### config.mk
export PLATFORM = sky130hd
export DESIGN_NAME = port_ctrl_capability_regs
export DESIGN_NICKNAME = d
export VERILOG_FILES = /design/src/verilog/cap_pkg.sv /design/src/verilog/cap_nvm.sv /design/src/verilog/port_ctrl_capability_regs.sv
export SDC_FILE = /design/constraint.sdc
export NUM_CORES = 1
export LEC_CHECK = 0
export ABC_AREA = 1
export BUFFER_PORTS_ARGS = -buffer_cell sky130_fd_sc_hd__buf_2
export CAP_MARGIN = 20
export CORE_MARGIN = 2
export CORE_UTILIZATION = 55
export DETAILED_ROUTE_END_ITERATION = 7
export HOLD_SLACK_MARGIN = 0.06
export PLACE_DENSITY_LB_ADDON = 0.05
export SLEW_MARGIN = 20
export SYNTH_ARGS = -nofsm -noshare
export SYNTH_HDL_FRONTEND = slang
export SYNTH_SLANG_ARGS = --single-unit
### constraint.sdc
create_clock -name i_clk -period 5 [get_ports i_clk]
set_clock_uncertainty 0.15 [all_clocks]
set_input_delay 0.5 -clock i_clk [delete_from_list [all_inputs] [get_ports i_clk]]
set_output_delay 0.5 -clock i_clk [all_outputs]
set_load 0.02 [all_outputs]
### src/verilog/cap_pkg.sv
`default_nettype none

package cap_pkg;

  // register offsets of the capability bank
  localparam logic [7:0] REG_CAP_ONE_LOW = 8'h24;
  localparam logic [7:0] REG_CAP_ONE_HIGH = 8'h25;
  localparam logic [7:0] REG_CAP_TWO_LOW = 8'h26;
  // value returned for any offset outside the bank
  localparam logic [7:0] READ_FILL = 8'h00;

  // index of each register inside the shadow array
  localparam logic [1:0] IDX_ONE_LOW = 2'h0;
  localparam logic [1:0] IDX_ONE_HIGH = 2'h1;
  localparam logic [1:0] IDX_TWO_LOW = 2'h2;
  localparam int CAP_COUNT = 3;

  // target address on the serial bus, value is arbitrary
  localparam logic [6:0] DEV_ADDR = 7'h50;
  localparam logic [3:0] BITS_PER_BYTE = 4'h8;
  localparam logic [3:0] BIT_CNT_RESET = 4'h0;
  localparam logic [3:0] BIT_CNT_STEP = 4'h1;
  localparam logic [7:0] PTR_RESET = 8'h00;
  localparam logic [7:0] PTR_STEP = 8'h01;

  // loader sequence after reset release
  localparam logic [2:0] LOAD_RESET = 3'h0;
  localparam logic [2:0] LOAD_STEP = 3'h1;
  localparam logic [2:0] LOAD_LATCH = 3'h2;
  localparam logic [2:0] LOAD_FIRST = 3'h3;
  localparam logic [2:0] LOAD_STORE = 3'h4;
  localparam logic [2:0] LOAD_DONE = 3'h6;

  // field encodings
  localparam logic [2:0] ROLE_SRC_CTRL = 3'h1;
  localparam logic [2:0] ROLE_SRC_PASS = 3'h7;
  localparam logic [1:0] PULLUP_ALL = 2'h2;
  localparam logic [1:0] PULLUP_NONE = 2'h3;
  localparam logic [1:0] ALARM_STEP_25MV = 2'h0;
  localparam logic [2:0] CABLE_PWR_1W5 = 3'h1;

  typedef struct packed {
    logic [2:0] power_role_support;
    logic debug_packet_support;
    logic cable_supply_source_support;
    logic sink_path_support;
    logic high_voltage_source_support;
    logic source_path_support;
  } cap_one_low_t;

  typedef struct packed {
    logic custom_target_support;
    logic overcurrent_report_support;
    logic overvoltage_report_support;
    logic bleed_discharge_support;
    logic forced_discharge_support;
    logic measure_alarm_support;
    logic [1:0] pullup_level_support;
  } cap_one_high_t;

  typedef struct packed {
    logic sink_disconnect_support;
    logic stop_discharge_threshold_support;
    logic [1:0] alarm_step_size;
    logic [2:0] cable_supply_power_level;
    logic cable_supply_fault_support;
  } cap_two_low_t;

  // nonvolatile contents, controller variant
  localparam cap_one_low_t ONE_LOW_CTRL = '{3'h1, 1'b1, 1'b1, 1'b0, 1'b1,
                                            1'b1};
  localparam cap_one_high_t ONE_HIGH_CTRL = '{1'b1, 1'b1, 1'b1, 1'b0, 1'b1,
                                              1'b1, 2'h2};
  // nonvolatile contents, pass-through variant
  localparam cap_one_low_t ONE_LOW_PASS = '{3'h7, 1'b0, 1'b1, 1'b0, 1'b1,
                                            1'b1};
  localparam cap_one_high_t ONE_HIGH_PASS = '{1'b1, 1'b1, 1'b1, 1'b0, 1'b1,
                                              1'b1, 2'h3};
  // shared by both variants
  localparam cap_two_low_t TWO_LOW_ALL = '{1'b0, 1'b1, 2'h0, 3'h1, 1'b1};

  typedef enum logic [6:0] {
    ST_IDLE = 7'h01,
    ST_ADDR = 7'h02,
    ST_ADDR_ACK = 7'h04,
    ST_WRITE = 7'h08,
    ST_WRITE_ACK = 7'h10,
    ST_READ = 7'h20,
    ST_READ_ACK = 7'h40
  } link_state_t;

endpackage : cap_pkg

`default_nettype wire

### src/verilog/cap_nvm.sv
`default_nettype none

module cap_nvm
  import cap_pkg::*;
(
  input wire logic i_clk,
  input wire logic i_reset_n,
  input wire logic i_variant_pass,
  input wire logic i_rd_en,
  input wire logic [1:0] i_rd_addr,
  output logic [7:0] o_rd_data
);

  // registered read of the fused capability words
  always_ff @(posedge i_clk) begin
    if (!i_reset_n) begin
      o_rd_data <= READ_FILL;
    end else if (i_rd_en) begin
      case (i_rd_addr)
        IDX_ONE_LOW: begin
          o_rd_data <= i_variant_pass ? ONE_LOW_PASS : ONE_LOW_CTRL;
        end
        IDX_ONE_HIGH: begin
          o_rd_data <= i_variant_pass ? ONE_HIGH_PASS : ONE_HIGH_CTRL;
        end
        IDX_TWO_LOW: begin
          o_rd_data <= TWO_LOW_ALL;
        end
        default: begin
          o_rd_data <= READ_FILL;
        end
      endcase
    end
  end

endmodule : cap_nvm

`default_nettype wire

### src/verilog/port_ctrl_capability_regs.sv
// Contract
// - three read-only 8-bit capability registers, nonvolatile
// - power role 001 controller, 111 pass-through
// - debug packet bit 1 controller, 0 pass-through
// - cable supply source bit reads 1
// - sink path bit reads 0
// - high voltage source bit reads 1
// - source path bit reads 1
// - custom target bit reads 1
// - overcurrent and overvoltage report bits read 1
// - measure alarm bit reads 1
// - pullup levels 10 controller, 11 pass-through
// - sink disconnect bit reads 0
// - stop discharge threshold bit reads 1
// - alarm step field reads 00
// - cable supply power field reads 001
// - cable supply fault bit reads 1
`default_nettype none

module port_ctrl_capability_regs
  import cap_pkg::*;
(
  input wire logic i_clk,
  input wire logic i_reset_n,
  input wire logic i_scl,
  input wire logic i_sda,
  input wire logic i_variant_strap,
  output logic o_sda_out,
  output logic o_sda_oe,
  output logic o_caps_valid,
  output logic o_variant_pass
);

  logic scl_s1_q;
  logic scl_s2_q;
  logic scl_s3_q;
  logic sda_s1_q;
  logic sda_s2_q;
  logic sda_s3_q;
  logic strap_s1_q;
  logic strap_s2_q;
  logic scl_rise;
  logic scl_fall;
  logic bus_start;
  logic bus_stop;
  logic [2:0] load_cnt_q;
  logic variant_q;
  logic caps_valid_q;
  logic nvm_rd_en;
  logic [1:0] nvm_rd_addr;
  logic [7:0] nvm_rd_data;
  logic [CAP_COUNT-1:0][7:0] caps_q;
  link_state_t state_q;
  link_state_t state_d;
  logic [3:0] bit_cnt_q;
  logic byte_done;
  logic in_data;
  logic [7:0] rx_q;
  logic [7:0] tx_q;
  logic [7:0] ptr_q;
  logic [7:0] read_byte;
  logic rw_q;
  logic first_q;
  logic host_nack_q;
  logic addr_match;
  logic sda_oe_q;

  // register lookup by offset
  function automatic logic [7:0] reg_read(
    input logic [7:0] ptr,
    input logic [CAP_COUNT-1:0][7:0] caps
  );
    logic [7:0] val;
    val = READ_FILL;
    case (ptr)
      REG_CAP_ONE_LOW: val = caps[IDX_ONE_LOW];
      REG_CAP_ONE_HIGH: val = caps[IDX_ONE_HIGH];
      REG_CAP_TWO_LOW: val = caps[IDX_TWO_LOW];
      default: val = READ_FILL;
    endcase
    return val;
  endfunction : reg_read

  // two-stage synchronisers for the pins, plus a history stage
  always_ff @(posedge i_clk) begin
    if (!i_reset_n) begin
      scl_s1_q <= 1'b1;
      scl_s2_q <= 1'b1;
      scl_s3_q <= 1'b1;
      sda_s1_q <= 1'b1;
      sda_s2_q <= 1'b1;
      sda_s3_q <= 1'b1;
      strap_s1_q <= 1'b0;
      strap_s2_q <= 1'b0;
    end else begin
      scl_s1_q <= i_scl;
      scl_s2_q <= scl_s1_q;
      scl_s3_q <= scl_s2_q;
      sda_s1_q <= i_sda;
      sda_s2_q <= sda_s1_q;
      sda_s3_q <= sda_s2_q;
      strap_s1_q <= i_variant_strap;
      strap_s2_q <= strap_s1_q;
    end
  end

  // bus events from the synchronised levels
  assign scl_rise = scl_s2_q & ~scl_s3_q;
  assign scl_fall = ~scl_s2_q & scl_s3_q;
  assign bus_start = scl_s2_q & scl_s3_q & sda_s3_q & ~sda_s2_q;
  assign bus_stop = scl_s2_q & scl_s3_q & ~sda_s3_q & sda_s2_q;

  // loader step counter, runs once after reset
  always_ff @(posedge i_clk) begin
    if (!i_reset_n) begin
      load_cnt_q <= LOAD_RESET;
    end else if (load_cnt_q != LOAD_DONE) begin
      load_cnt_q <= load_cnt_q + LOAD_STEP;
    end
  end

  // variant strap caught once the synchroniser has settled
  always_ff @(posedge i_clk) begin
    if (!i_reset_n) begin
      variant_q <= 1'b0;
    end else if (load_cnt_q == LOAD_LATCH) begin
      variant_q <= strap_s2_q;
    end
  end

  assign nvm_rd_en = (load_cnt_q >= LOAD_FIRST) && (load_cnt_q < LOAD_DONE);
  assign nvm_rd_addr = 2'(load_cnt_q - LOAD_FIRST);

  cap_nvm u_nvm (
    .i_clk(i_clk),
    .i_reset_n(i_reset_n),
    .i_variant_pass(variant_q),
    .i_rd_en(nvm_rd_en),
    .i_rd_addr(nvm_rd_addr),
    .o_rd_data(nvm_rd_data)
  );

  // shadow copy of the nonvolatile words, frozen once loaded
  always_ff @(posedge i_clk) begin
    if (!i_reset_n) begin
      caps_q <= '0;
      caps_valid_q <= 1'b0;
    end else if (!caps_valid_q && load_cnt_q >= LOAD_STORE) begin
      caps_q[2'(load_cnt_q - LOAD_STORE)] <= nvm_rd_data;
      caps_valid_q <= (load_cnt_q == LOAD_DONE);
    end
  end

  assign byte_done = (bit_cnt_q == BITS_PER_BYTE);
  assign addr_match = (rx_q[7:1] == DEV_ADDR);
  assign in_data = (state_q == ST_ADDR) || (state_q == ST_WRITE) ||
                   (state_q == ST_READ);
  assign read_byte = reg_read(ptr_q, caps_q);

  // link state transitions; bus ignored until the bank is loaded
  always_comb begin
    state_d = state_q;
    if (!caps_valid_q || bus_stop) begin
      state_d = ST_IDLE;
    end else if (bus_start) begin
      state_d = ST_ADDR;
    end else begin
      case (state_q)
        ST_IDLE: begin
          state_d = ST_IDLE;
        end
        ST_ADDR: begin
          if (scl_fall && byte_done) begin
            state_d = addr_match ? ST_ADDR_ACK : ST_IDLE;
          end
        end
        ST_ADDR_ACK: begin
          if (scl_fall) begin
            state_d = rw_q ? ST_READ : ST_WRITE;
          end
        end
        ST_WRITE: begin
          if (scl_fall && byte_done) begin
            state_d = ST_WRITE_ACK;
          end
        end
        ST_WRITE_ACK: begin
          if (scl_fall) begin
            state_d = ST_WRITE;
          end
        end
        ST_READ: begin
          if (scl_fall && byte_done) begin
            state_d = ST_READ_ACK;
          end
        end
        ST_READ_ACK: begin
          if (scl_fall) begin
            state_d = host_nack_q ? ST_IDLE : ST_READ;
          end
        end
        default: begin
          state_d = ST_IDLE;
        end
      endcase
    end
  end

  always_ff @(posedge i_clk) begin
    if (!i_reset_n) begin
      state_q <= ST_IDLE;
    end else begin
      state_q <= state_d;
    end
  end

  // bit counter within a byte
  always_ff @(posedge i_clk) begin
    if (!i_reset_n) begin
      bit_cnt_q <= BIT_CNT_RESET;
    end else if (bus_start || bus_stop || (scl_fall && byte_done)) begin
      bit_cnt_q <= BIT_CNT_RESET;
    end else if (scl_rise && in_data) begin
      bit_cnt_q <= bit_cnt_q + BIT_CNT_STEP;
    end
  end

  // receive shifter, address and written bytes
  always_ff @(posedge i_clk) begin
    if (!i_reset_n) begin
      rx_q <= '0;
    end else if (scl_rise && ((state_q == ST_ADDR) ||
                              (state_q == ST_WRITE))) begin
      rx_q <= {rx_q[6:0], sda_s2_q};
    end
  end

  // direction and pointer-byte flags of the current transfer
  always_ff @(posedge i_clk) begin
    if (!i_reset_n) begin
      rw_q <= 1'b0;
      first_q <= 1'b0;
    end else if (state_q == ST_ADDR && scl_fall && byte_done) begin
      rw_q <= rx_q[0];
      first_q <= ~rx_q[0];
    end else if (state_q == ST_WRITE && scl_fall && byte_done) begin
      first_q <= 1'b0;
    end
  end

  // register pointer; data bytes only advance it
  always_ff @(posedge i_clk) begin
    if (!i_reset_n) begin
      ptr_q <= PTR_RESET;
    end else if (state_q == ST_WRITE && scl_fall && byte_done) begin
      ptr_q <= first_q ? rx_q : ptr_q + PTR_STEP;
    end else if (scl_fall && ((state_q == ST_ADDR_ACK && rw_q) ||
                              (state_q == ST_READ_ACK && !host_nack_q))) begin
      ptr_q <= ptr_q + PTR_STEP;
    end
  end

  // transmit shifter, loaded from the shadow bank
  always_ff @(posedge i_clk) begin
    if (!i_reset_n) begin
      tx_q <= '0;
    end else if (scl_fall && ((state_q == ST_ADDR_ACK && rw_q) ||
                              (state_q == ST_READ_ACK && !host_nack_q))) begin
      tx_q <= read_byte;
    end else if (scl_fall && state_q == ST_READ && !byte_done) begin
      tx_q <= {tx_q[6:0], 1'b0};
    end
  end

  // host acknowledge sampled on the ninth clock of a read byte
  always_ff @(posedge i_clk) begin
    if (!i_reset_n) begin
      host_nack_q <= 1'b0;
    end else if (scl_rise && state_q == ST_READ_ACK) begin
      host_nack_q <= sda_s2_q;
    end
  end

  // open-drain data driver, changes on falling clock, released at start or stop
  always_ff @(posedge i_clk) begin
    if (!i_reset_n) begin
      sda_oe_q <= 1'b0;
    end else if (!caps_valid_q || bus_start || bus_stop) begin
      sda_oe_q <= 1'b0;
    end else if (scl_fall) begin
      case (state_q)
        ST_ADDR: sda_oe_q <= byte_done && addr_match;
        ST_ADDR_ACK: sda_oe_q <= rw_q && !read_byte[7];
        ST_WRITE: sda_oe_q <= byte_done;
        ST_WRITE_ACK: sda_oe_q <= 1'b0;
        ST_READ: sda_oe_q <= !byte_done && !tx_q[6];
        ST_READ_ACK: sda_oe_q <= !host_nack_q && !read_byte[7];
        default: sda_oe_q <= 1'b0;
      endcase
    end
  end

  // outputs straight from flip-flops
  always_ff @(posedge i_clk) begin
    if (!i_reset_n) begin
      o_sda_out <= 1'b0;
      o_sda_oe <= 1'b0;
      o_caps_valid <= 1'b0;
      o_variant_pass <= 1'b0;
    end else begin
      o_sda_out <= 1'b0;
      o_sda_oe <= sda_oe_q;
      o_caps_valid <= caps_valid_q;
      o_variant_pass <= variant_q;
    end
  end

  // field views used by the checks below
  cap_one_low_t one_low_v;
  cap_one_high_t one_high_v;
  cap_two_low_t two_low_v;
  assign one_low_v = cap_one_low_t'(caps_q[IDX_ONE_LOW]);
  assign one_high_v = cap_one_high_t'(caps_q[IDX_ONE_HIGH]);
  assign two_low_v = cap_two_low_t'(caps_q[IDX_TWO_LOW]);
endmodule : port_ctrl_capability_regs

`default_nettype wire

==> results of run 1 <==
-- power breakdown --
group          internal (mW)  switching [mW]
clock network          0.342           0.232
registers              0.673          0.0180
logic                 0.0243          0.0489
total                   1.04           0.299
-- registers in the layout (all words and copies together), names as in the netlist, 7 cells and up --
signal           flops
state_q              7
two_low_v            7
one_low_v            7
ptr_q                8
one_high_v           7
u_nvm.o_rd_data      7
tx_q                 7
rx_q                 8
-- final cells by class --
type                            count  area, sq um  share of cell area (%)
Inverter                           75          282                    6.45
Tap cell                           99          124                    2.84
Timing Repair Buffer                7         35.0                   0.803
Sequential cell                    82         1640                    37.6
Clock buffer                       10          138                    3.16
Clock inverter                      5          103                    2.35
Multi-Input combinational cell    395         2040                    46.8
-- Yosys cell counts, drive strengths merged --
master / n / area share, %
clkbuf: 7 / 0.65
o21a: 1 / 0.18
a21oi: 56 / 7.2
nand3b: 8 / 1.8
inv: 74 / 6.8
nand4: 2 / 0.31
xnor2: 2 / 0.43
clkinv: 1 / 0.092
nor3: 3 / 0.37
or2: 4 / 0.62
a21o: 1 / 0.18
buf: 11 / 2.0
nand3: 61 / 8.1
xor2: 3 / 0.65
o211ai: 1 / 0.18
conb: 1 / 0.092
dfxtp: 82 / 40
nand2: 113 / 11
o21ai: 56 / 6.9
ha: 14 / 4.3
nor2: 69 / 7.6
-- tightest hold or removal path, cell delays in order --
cell     delay, ns
buf_2         0.07
nand2_1       0.04
inv_1         0.04
-- per-stage QoR --
stage | power, mW | util, %
2_1_floorplan | 0.758 | -
3_3_place_gp | 0.776 | 57.1
3_5_place_dp | 0.778 | 57.1
4_1_cts | 1.35 | 60.4
5_1_grt | 1.39 | 60.5
6_report | 1.34 | 60.5
-- worst max-delay path by stage --
stage	from	endpoint	slack [ns]	cells past startpoint
after global placement	i_reset_n	sda_oe_q	2.16	7
after CTS	i_reset_n	state_q[3]	2.47	7
after detailed placement	i_reset_n	state_q[3]	2.10	7
after floorplan	load_cnt_q[0]	two_low_v[7]	3.38	7
after global routing	i_reset_n	state_q[5]	2.24	7
final	i_reset_n	state_q[3]	2.45	7
-- per-layer routing --
metal	track usage (%)	share of wire, %	up-vias
met5	0	0	-
li1	-	-	1825
met4	6.41	0.62	0
met3	4.27	4.8	6
met2	35.5	45	92
met1	31.3	50	1586
-- kinds of logic after synthesis --
family          after synthesis
buf+inv                      93
other cells                   1
compound gates              115
fa+ha+maj                    14
xor+xnor                      5
flops                        82
simple gates                260
==> results.md, run 1 <==
* Layout net count at 589
* TritonCTS Sinks at between 80 and 90
* Simple-gate area share of the yosys netlist at between 20 and 30%
* Unrepaired setup endpoints after global routing: false
* Worst Path Buf+Inv at 2
* CP max stage delay at roughly 0.68 ns
* Final Non-Filler Cells at around 670
* Hold Startpoint: i_variant_strap
* Critical R2R Launch: load_cnt_q[0]
* Post-synthesis cell count at 570
* I/O pin count at 9
* Hold Vio Cnt, Final at 0
* Die width at 90 um
* Cell Chain, Critical Path: buf_2 > inv_1 > a21oi_1 > nand2_1 > nor2_1 > nand2_1 > a21oi_1
* Leakage at around 1.9 nW
* Vias in the first global route at about 3300
* Initial antenna violation count at 0
* Post-synth net total at a little under 600
* Total core area at around 7200 sq um
* CTS tree: yes
* Most frequent cells in the layout: nand2_1, dfxtp_1, inv_1
* Arrival time worst endpoint at roughly 2.7 ns
* Setup WS pre-CTS at ~2.1 ns
* CTS resizes at 0
* Relative slew slack at a little under two fifths
* Yosys warning count at 0
* Req. time, crit path at about 5.1 ns
* CP Max Fanout at 57
* Reg-to-reg slack, setup at roughly 2.9 ns
* Hold Crit Endpoint: strap_s1_q
* Vias per cell at approximately 5.2
* Mapped Area at between 4000 and 5000 sq um
* Final worst-path cycle share at 51.0%
* Setup bufs post-CTS at 0
* Hold Path Depth at 3
* Post-synth cell types at 35
* Initial DRT Pass Iterations at 5
* Root Buffer: clkbuf_8
* Wire per inst at approximately 13 um
* DRT Wirelength at about 8700 um
* Kind of critical path: in -> reg
* Port-buffer cells at 7
* Largest net degree at the start of global routing at between 50 and 60
* Maximum clock path buffer count at 2
* Total GRT Usage at 22.4%
* Post-synthesis mux area share at 0%
* Share of cells above drive strength 1 at under 10%
* RR Endpoint: two_low_v[7]
* Vias post-DR at between 3000 and 4000
* Post-route cell area at 4360 sq um
* Synthesis-to-finish area growth at 7.23%
* Pwr dens at a little over 300 nW/um^2
* CP max-delay cell: buf_2
* Setup crit start kind: input port
* Outcome: finished clean
* Largest family of logic cells by synthesized area: simple AND/OR/NAND/NOR gates
* Fill count at between 600 and 700
* Worst setup EP type: flop
* Worst slew pin tran at between 0.9 and 1 ns
* XOR/XNOR Fraction of Synth Area at under 10%
* DRC viols at 0
* Die area at roughly 8100 sq um
* Top cell family by delay on the critical path: buffers and inverters
* Most common cell after layout, fill and taps aside: nand2_1
* Final setup fails at 0
* TNS Setup at 0 ns
* FP Rows at 31
* Synthesis-stage register bit count at 82
* Syn Area/Cell at 7.14 sq um
* ANT cells at 0
* Worst hold path class: in -> reg
* Congestion Overflow GR at 0
* CTS Buf Count at 9
* Final slew viol count at 0
* Detailed Place HPWL at roughly 6100 um
* Register area share after synthesis at between 40% and 50%
* Starting Density at 56.4%
* Cell Area, Placed at 4120 sq um
* Synth Area in Adders at between 4 and 5%
* Clock insertion delay at the later pin of the skew report at ~0.35 ns
* Starting DRT DRC Count at 282
* # hold bufs at CTS at 0
* GP Congestion at around 0.9
* Worst reg2reg path depth at 7
* First-pass GRT wire length at 15100 um
* MaxCap Viol Count at 0
* Worst setup margin at approximately 2.5 ns
* Fmax at 0.392 GHz
* Minimum clock period at 2.55 ns
* Min Hold Slack at 0.191 ns
* Compound-Gate Fraction of Synth Area at between 10% and 20%
* Die H at 90 um
* Detail Route Antenna Nets at 0
* Placed Cells at 658
* H-tree Lvls at 3
* Clk pin slew, worst setup/hold paths at 0.08 ns
* IR drop worst, VDD at roughly 250 uV
Power figures use the tool's default switching activity.
==> inputs of run 2 (changes only) <==
==> constraint.sdc (replaced) <==
create_clock -name i_clk -period 2.4 [get_ports i_clk]
set_clock_uncertainty 0.15 [all_clocks]
set_input_delay 0.24 -clock i_clk [delete_from_list [all_inputs] [get_ports i_clk]]
set_output_delay 0.24 -clock i_clk [all_outputs]
set_load 0.02 [all_outputs]
==> run 2 against run 1 <==
- critical path depth stayed put
- flip-flop and latch count stayed put
- clock power is 66% higher
- register-to-register slack worse by 2.4 ns
- cell area hardly changed
- power is 91% higher
- critical path type is now reg -> reg
- highest routed layer unchanged
==> results.md, run 2 (synthesis results as in run 1) <==
* Root Buffer: clkbuf_8
* TNS Setup at 0 ns (unchanged)
* GRT met2 Usage at 34.7% (-0.75 points)
* Final worst-path cycle share at roughly four fifths
* Synthesis-to-finish area growth at 7.17% (about the same)
* CP max stage delay at 0.38 ns (-0.30 ns)
* CP max-delay cell: dfxtp_1
* CTS tree: yes
* Worst hold path class: in -> reg
* Most common cell after layout, fill and taps aside: nand2_1
* Hold Vio Cnt, Final at 0 (unchanged)
* Setup bufs post-CTS at 0 (unchanged)
* Largest net degree at the start of global routing at 57 (-1.7%)
* Final slew viol count at 0 (unchanged)
* Minimum clock period at between 1.5 and 2 ns
* Vias post-DR at 3440 (-2.0%)
* Setup crit start kind: flop
* Clock insertion delay at the later pin of the skew report at 0.35 ns (about the same)
* DRC viols at 0 (unchanged)
* Clk pin slew, worst setup/hold paths at 0.09 ns (about the same)
* Port-buffer cells at 7 (unchanged)
* Final Power at 2.55 mW (+91%)
* # hold bufs at CTS at 3 (+3)
* Die width at 90 um (unchanged)
* Busiest metal layer after global routing: met2
* Pwr dens at 585 nW/um^2 (+91%)
* CP Max Fanout at 8 (-86%)
* Top cell family by delay on the critical path: simple AND/OR/NAND/NOR gates
* Detail Route Antenna Nets at 0 (unchanged)
* GP Congestion at 0.890 (-0.64%)
* MaxCap Viol Count at 0 (unchanged)
* DRT Wirelength at 8570 um (-1.4%)
* CTS Buf Count at 9 (unchanged)
* IR drop worst, VDD at 462 uV (+82%)
* Layout net count at 595 (+1.0%)
* H-tree Lvls at 3 (unchanged)
* Die area at 8100 sq um (unchanged)
* Most frequent cells in the layout: nand2_1, dfxtp_1, inv_1
* Die H at 90 um (unchanged)
* Top flop regs: ptr_q: 8 flops, rx_q: 8 flops
* Leakage at 1.86 nW (-0.38%)
* Unrepaired setup endpoints after global routing: false
* First-pass GRT wire length at 14900 um (-1.1%)
* Req. time, crit path at 2.49 ns (-2.64 ns)
* Total GRT Usage at 22.3% (-0.081 points)
* CTS resizes at 0 (unchanged)
* Wire per inst at 12.6 um (-2.4%)
* Outcome: finished clean
* Relative slew slack at 65.4% (+27 points)
* FP Rows at 31 (unchanged)
* Arrival time worst endpoint at 2.01 ns (-0.67 ns)
* Met1 usage at 31.6% (+0.36 points)
* Final setup fails at 0 (unchanged)
* Worst slew pin tran at 0.517 ns (-0.409 ns)
* Kind of critical path: reg -> reg
* Fmax at approximately 0.52 GHz
* Starting DRT DRC Count at 174 (-38%)
* Worst setup EP type: flop
* Total core area at 7210 sq um (unchanged)
* Vias in the first global route at 3238 (-1.1%)
* ANT cells at 0 (unchanged)
* Worst Path Buf+Inv at 2 (unchanged)
* Share of cells above drive strength 1 at 10.2% (+0.40 points)
* Vias per cell at 5.06 (-3.0%)
* I/O pin count at 9 (unchanged)
* Starting Density at 56.4% (unchanged)
* Detailed Place HPWL at 6090 um (+0.45%)
* TritonCTS Sinks at 82 (unchanged)
* GR Util met3 at 3.27% (-1.0 points)
* Initial DRT Pass Iterations at 5 (unchanged)
* Most used cell, CP: inv_1
* Cell Chain, Critical Path: inv_1 > ha_1 > nand2_1 > nor2_1 > inv_1 > o21ai_0 > a21oi_1
* Initial antenna violation count at 0 (unchanged)
* Congestion Overflow GR at 0 (unchanged)
* Maximum clock path buffer count at 2 (unchanged)
run 2: cell types whose count changed in the layout (fill, tap and decap cells not counted):
cell	delta
nor2_1	+1
dlygate4sd3_1	+3
clkinvlp_4	+3
buf_4	+3
nor2_2	-1
bufinv_16	-3
clkinv_2	-1
inv_6	+1
inv_8	+1
run 2: power breakdown:
group | total [mW] | switching, mW | internal, mW
Clock | 0.951 | 0.537 | 0.415
Combinational | 0.159 | 0.103 | 0.0559
Sequential | 1.44 | 0.0392 | 1.40
run 2: worst paths after layout:
kind | start | end | slack (ns) | cells after the start
setup / recovery | load_cnt_q[0] | two_low_v[7] | 0.49 | 7
hold / removal | i_reset_n | ptr_q[5] | 0.19 | 4
hold reg to reg | scl_s1_q | scl_s2_q | 0.27 | 1
setup reg to reg | load_cnt_q[0] | two_low_v[7] | 0.49 | 7
run 2: worst register-to-register path, cell delays in order, from the launching register on:
cell and delay, ns:
dfxtp_1 0.38, inv_1 0.19, ha_1 0.22, nand2_1 0.11
nor2_1 0.32, inv_1 0.20, o21ai_0 0.18, a21oi_1 0.05
run 2: layout make-up:
class / count / area, sq um
Sequential cell: 82 / 1640
Timing Repair Buffer: 13 / 87.6
Tap cell: 99 / 124
Clock inverter: 6 / 50.0
Multi-Input combinational cell: 395 / 2040
Clock buffer: 10 / 138
Fill cell: 686 / 2860
Inverter: 75 / 282
run 2: routing by layer:
layer / wire, um / vias to the layer above
met5: 0 / -
met4: 76 / 0
met3: 350 / 6
met2: 3780 / 48
met1: 4370 / 1536
li1: - / 1850
run 2: per-stage QoR:
step                hold slack, ns  util [%]  std cells  setup slack [ns]  instance area, sq um
detailed placement           0.248      57.4        661             0.539                  4140
floorplan                    0.188         -        570             0.778                  4070
finish                       0.187      60.4        680             0.485                  4360
global placement             0.244      57.4        661             0.580                  4140
CTS                          0.186      60.4        680             0.521                  4360
global route                 0.202      60.4        680             0.313                  4360
==> inputs of run 3 (changes only) <==
==> constraint.sdc (replaced) <==
create_clock -name i_clk -period 1.6 [get_ports i_clk]
set_clock_uncertainty 0.15 [all_clocks]
set_input_delay 0.16 -clock i_clk [delete_from_list [all_inputs] [get_ports i_clk]]
set_output_delay 0.16 -clock i_clk [all_outputs]
set_load 0.02 [all_outputs]
==> run 3 against run 2 <==
- the run now ends with negative setup slack left
- maximum frequency is 16% higher
- worst setup slack worse by 0.54 ns
- wire length up 18%
- clock power is 52% higher
- critical path type unchanged
- largest cell class unchanged
==> results.md, run 3 (synthesis results as in run 1) <==
* Outcome: finished with violations
* Failing checks: negative setup slack
* Top cell family by delay on the critical path: simple AND/OR/NAND/NOR gates
* CP Max Fanout at 6 (-2)
* Req. time, crit path at 1.70 ns (-0.79 ns)
* Root Buffer: clkbuf_8
* Vias per cell at 5.21 (+3.0%)
* Minimum clock period at 1.65 ns (-0.265 ns)
* Leakage at 2.25 nW (+21%)
* Top flop regs: ptr_q: 8 flops, rx_q: 8 flops
* FP Rows at 31 (unchanged)
* Fmax at 0.606 GHz (+16%)
* Die H at 90 um (unchanged)
* Total core area at 7210 sq um (unchanged)
* Worst hold path class: in -> reg
* Worst slew pin tran at 0.553 ns (+0.0363 ns)
* Largest net degree at the start of global routing at 57 (unchanged)
* I/O pin count at 9 (unchanged)
* Share of cells above drive strength 1 at 30.3% (+20 points)
* Setup crit start kind: flop
* Final setup fails at 17 (+17)
* First-pass GRT wire length at 16200 um (+8.6%)
* Most frequent cells in the layout: nand2_1, dfxtp_1, buf_4
* ANT cells at 0 (unchanged)
* Kind of critical path: reg -> reg
* Cell Area, Placed at 4510 sq um (+8.9%)
* H-tree Lvls at 3 (unchanged)
* CP max-delay cell: dfxtp_2
* Maximum clock path buffer count at 2 (unchanged)
* TritonCTS Sinks at 82 (unchanged)
* Synthesis-to-finish area growth at 28.1%
* Layout net count at 665 (+12%)
* Arrival time worst endpoint at 1.75 ns (-0.26 ns)
* DRC viols at 0 (unchanged)
* Worst setup EP type: flop
* Detail Route Antenna Nets at 0 (unchanged)
* Detailed Place HPWL at 6500 um (+6.7%)
* Cell Chain, Critical Path: inv_2 > ha_4 > nand3b_4 > nor2_4 > buf_4 > nand2_2 > nand2_8 > buf_4 > buf_4 > nor2_1 > nor2_1
* GRT met2 Usage at 38.8% (+4.1 points)
* Fill count at 598 (-13%)
* Worst setup margin at -0.0501 ns (-0.535 ns)
* Busiest metal layer after global routing: met2
* Wire per inst at 13.5 um (+6.9%)
* Final worst-path cycle share at 103% (+23 points)
* Clock insertion delay at the later pin of the skew report at 0.35 ns (about the same)
* IR drop worst, VDD at 473 uV (+2.3%)
* Final slew viol count at 0 (unchanged)
* Starting Density at 56.4% (unchanged)
* Layout Utilization at 72.3% (+12 points)
* MaxCap Viol Count at 0 (unchanged)
* Vias post-DR at 3903 (+13%)
* Worst Path Buf+Inv at 4 (+2)
* Most common cell after layout, fill and taps aside: nand2_1
* Vias in the first global route at 3517 (+8.6%)
* Clk pin slew, worst setup/hold paths at 0.08 ns (about the same)
* Die area at 8100 sq um (unchanged)
* Relative slew slack at 63.1% (-2.3 points)
* Starting DRT DRC Count at 203 (+17%)
* Port-buffer cells at 7 (unchanged)
* GR Util met3 at 3.19% (-0.084 points)
* Initial antenna violation count at 0 (unchanged)
* Hold Vio Cnt, Final at 0 (unchanged)
* CTS tree: yes
* CTS Buf Count at 9 (unchanged)
* Die width at 90 um (unchanged)
* Total GRT Usage at 24.3% (+2.0 points)
* Initial DRT Pass Iterations at 7 (+2)
* CP max stage delay at 0.34 ns (-0.04 ns)
* GP Congestion at 0.880 (-1.2%)
* DRT Wirelength at 10100 um (+18%)
* Most used cell, CP: buf_4
* Post-route cell area at 5210 sq um (+20%)
* Unrepaired setup endpoints after global routing: true
* Congestion Overflow GR at 0 (unchanged)
* Pwr dens at 752 nW/um^2 (+28%)
* Met1 usage at 33.8% (+2.2 points)
-- run 3: cell count changes in the layout (fill, tap and decap cells not counted), moves of 9 or more --
cell     change
a21oi_2     +11
nor2_1       -9
a21oi_1     -11
dfxtp_1     -13
dfxtp_2     +12
buf_4       +58
nand2_1     -11
inv_1       -13
inv_2       +12
nor2_4       +9
buf_6        +9
-- run 3: layout make-up --
class / instances / area (sq um) / area share, %
tap: 99 / 124 / 2.38
inverter: 75 / 288 / 5.52
clock buffer: 11 / 131 / 2.52
sequential: 82 / 1660 / 31.9
multi-input combinational: 397 / 2310 / 44.4
timing repair buffer: 81 / 644 / 12.4
clock inverter: 4 / 51.3 / 0.984
-- run 3: final timing paths --
check,from,to,slack (ns),cells after the start
worst max-delay path,bit_cnt_q[0],ptr_q[2],-0.05,11
worst min-delay path,i_reset_n,ptr_q[5],0.12,4
worst max register to register,bit_cnt_q[0],ptr_q[2],-0.05,11
worst min register to register,sda_s1_q,sda_s2_q,0.26,1
-- run 3: metal layers --
metal | share of wire, % | up-vias
met3 | 3.2 | 19
li1 | - | 1993
met1 | 47 | 1813
met5 | 0 | -
met4 | 1.8 | 0
met2 | 48 | 78
-- run 3: what timing repair did --
action / CTS / global route
gates cloned: 2 / 0
endpoints found under the hold margin: 3 / 0
hold buffers: 3 / 0
buffers inserted: 15 / 6
endpoints found under the setup margin: 29 / 46
resized for setup: 35 / 69
pin swaps: 16 / 26
-- run 3: worst reg2reg max path, delay by kind of cell, from the launching register on --
kind                     cells  cell delay [ns]
flip-flops                   1             0.34
buffers and inverters        4             0.44
AND/OR/NAND/NOR              6             0.47
adder cells (fa/ha/maj)      1             0.15
-- run 3: report_power, final --
part / switching, mW / internal, mW
registers: 0.0551 / 2.10
clock network: 0.732 / 0.717
logic: 0.180 / 0.133
-- run 3: metrics by stage --
stage / TNS [ns] / setup slack (ns) / hold slack [ns] / cells / total power [mW]
finish: -0.360 / -0.0501 / 0.115 / 749 / 3.92
global route: -2.71 / -0.125 / 0.154 / 749 / 4.09
CTS: -0.312 / -0.0397 / 0.110 / 743 / 3.94
detailed placement: -0.863 / -0.0681 / 0.198 / 708 / 2.50
global placement: -0.284 / -0.0587 / 0.196 / 708 / 2.49
floorplan: 0 / 0.0211 / 0.108 / 570 / 2.37
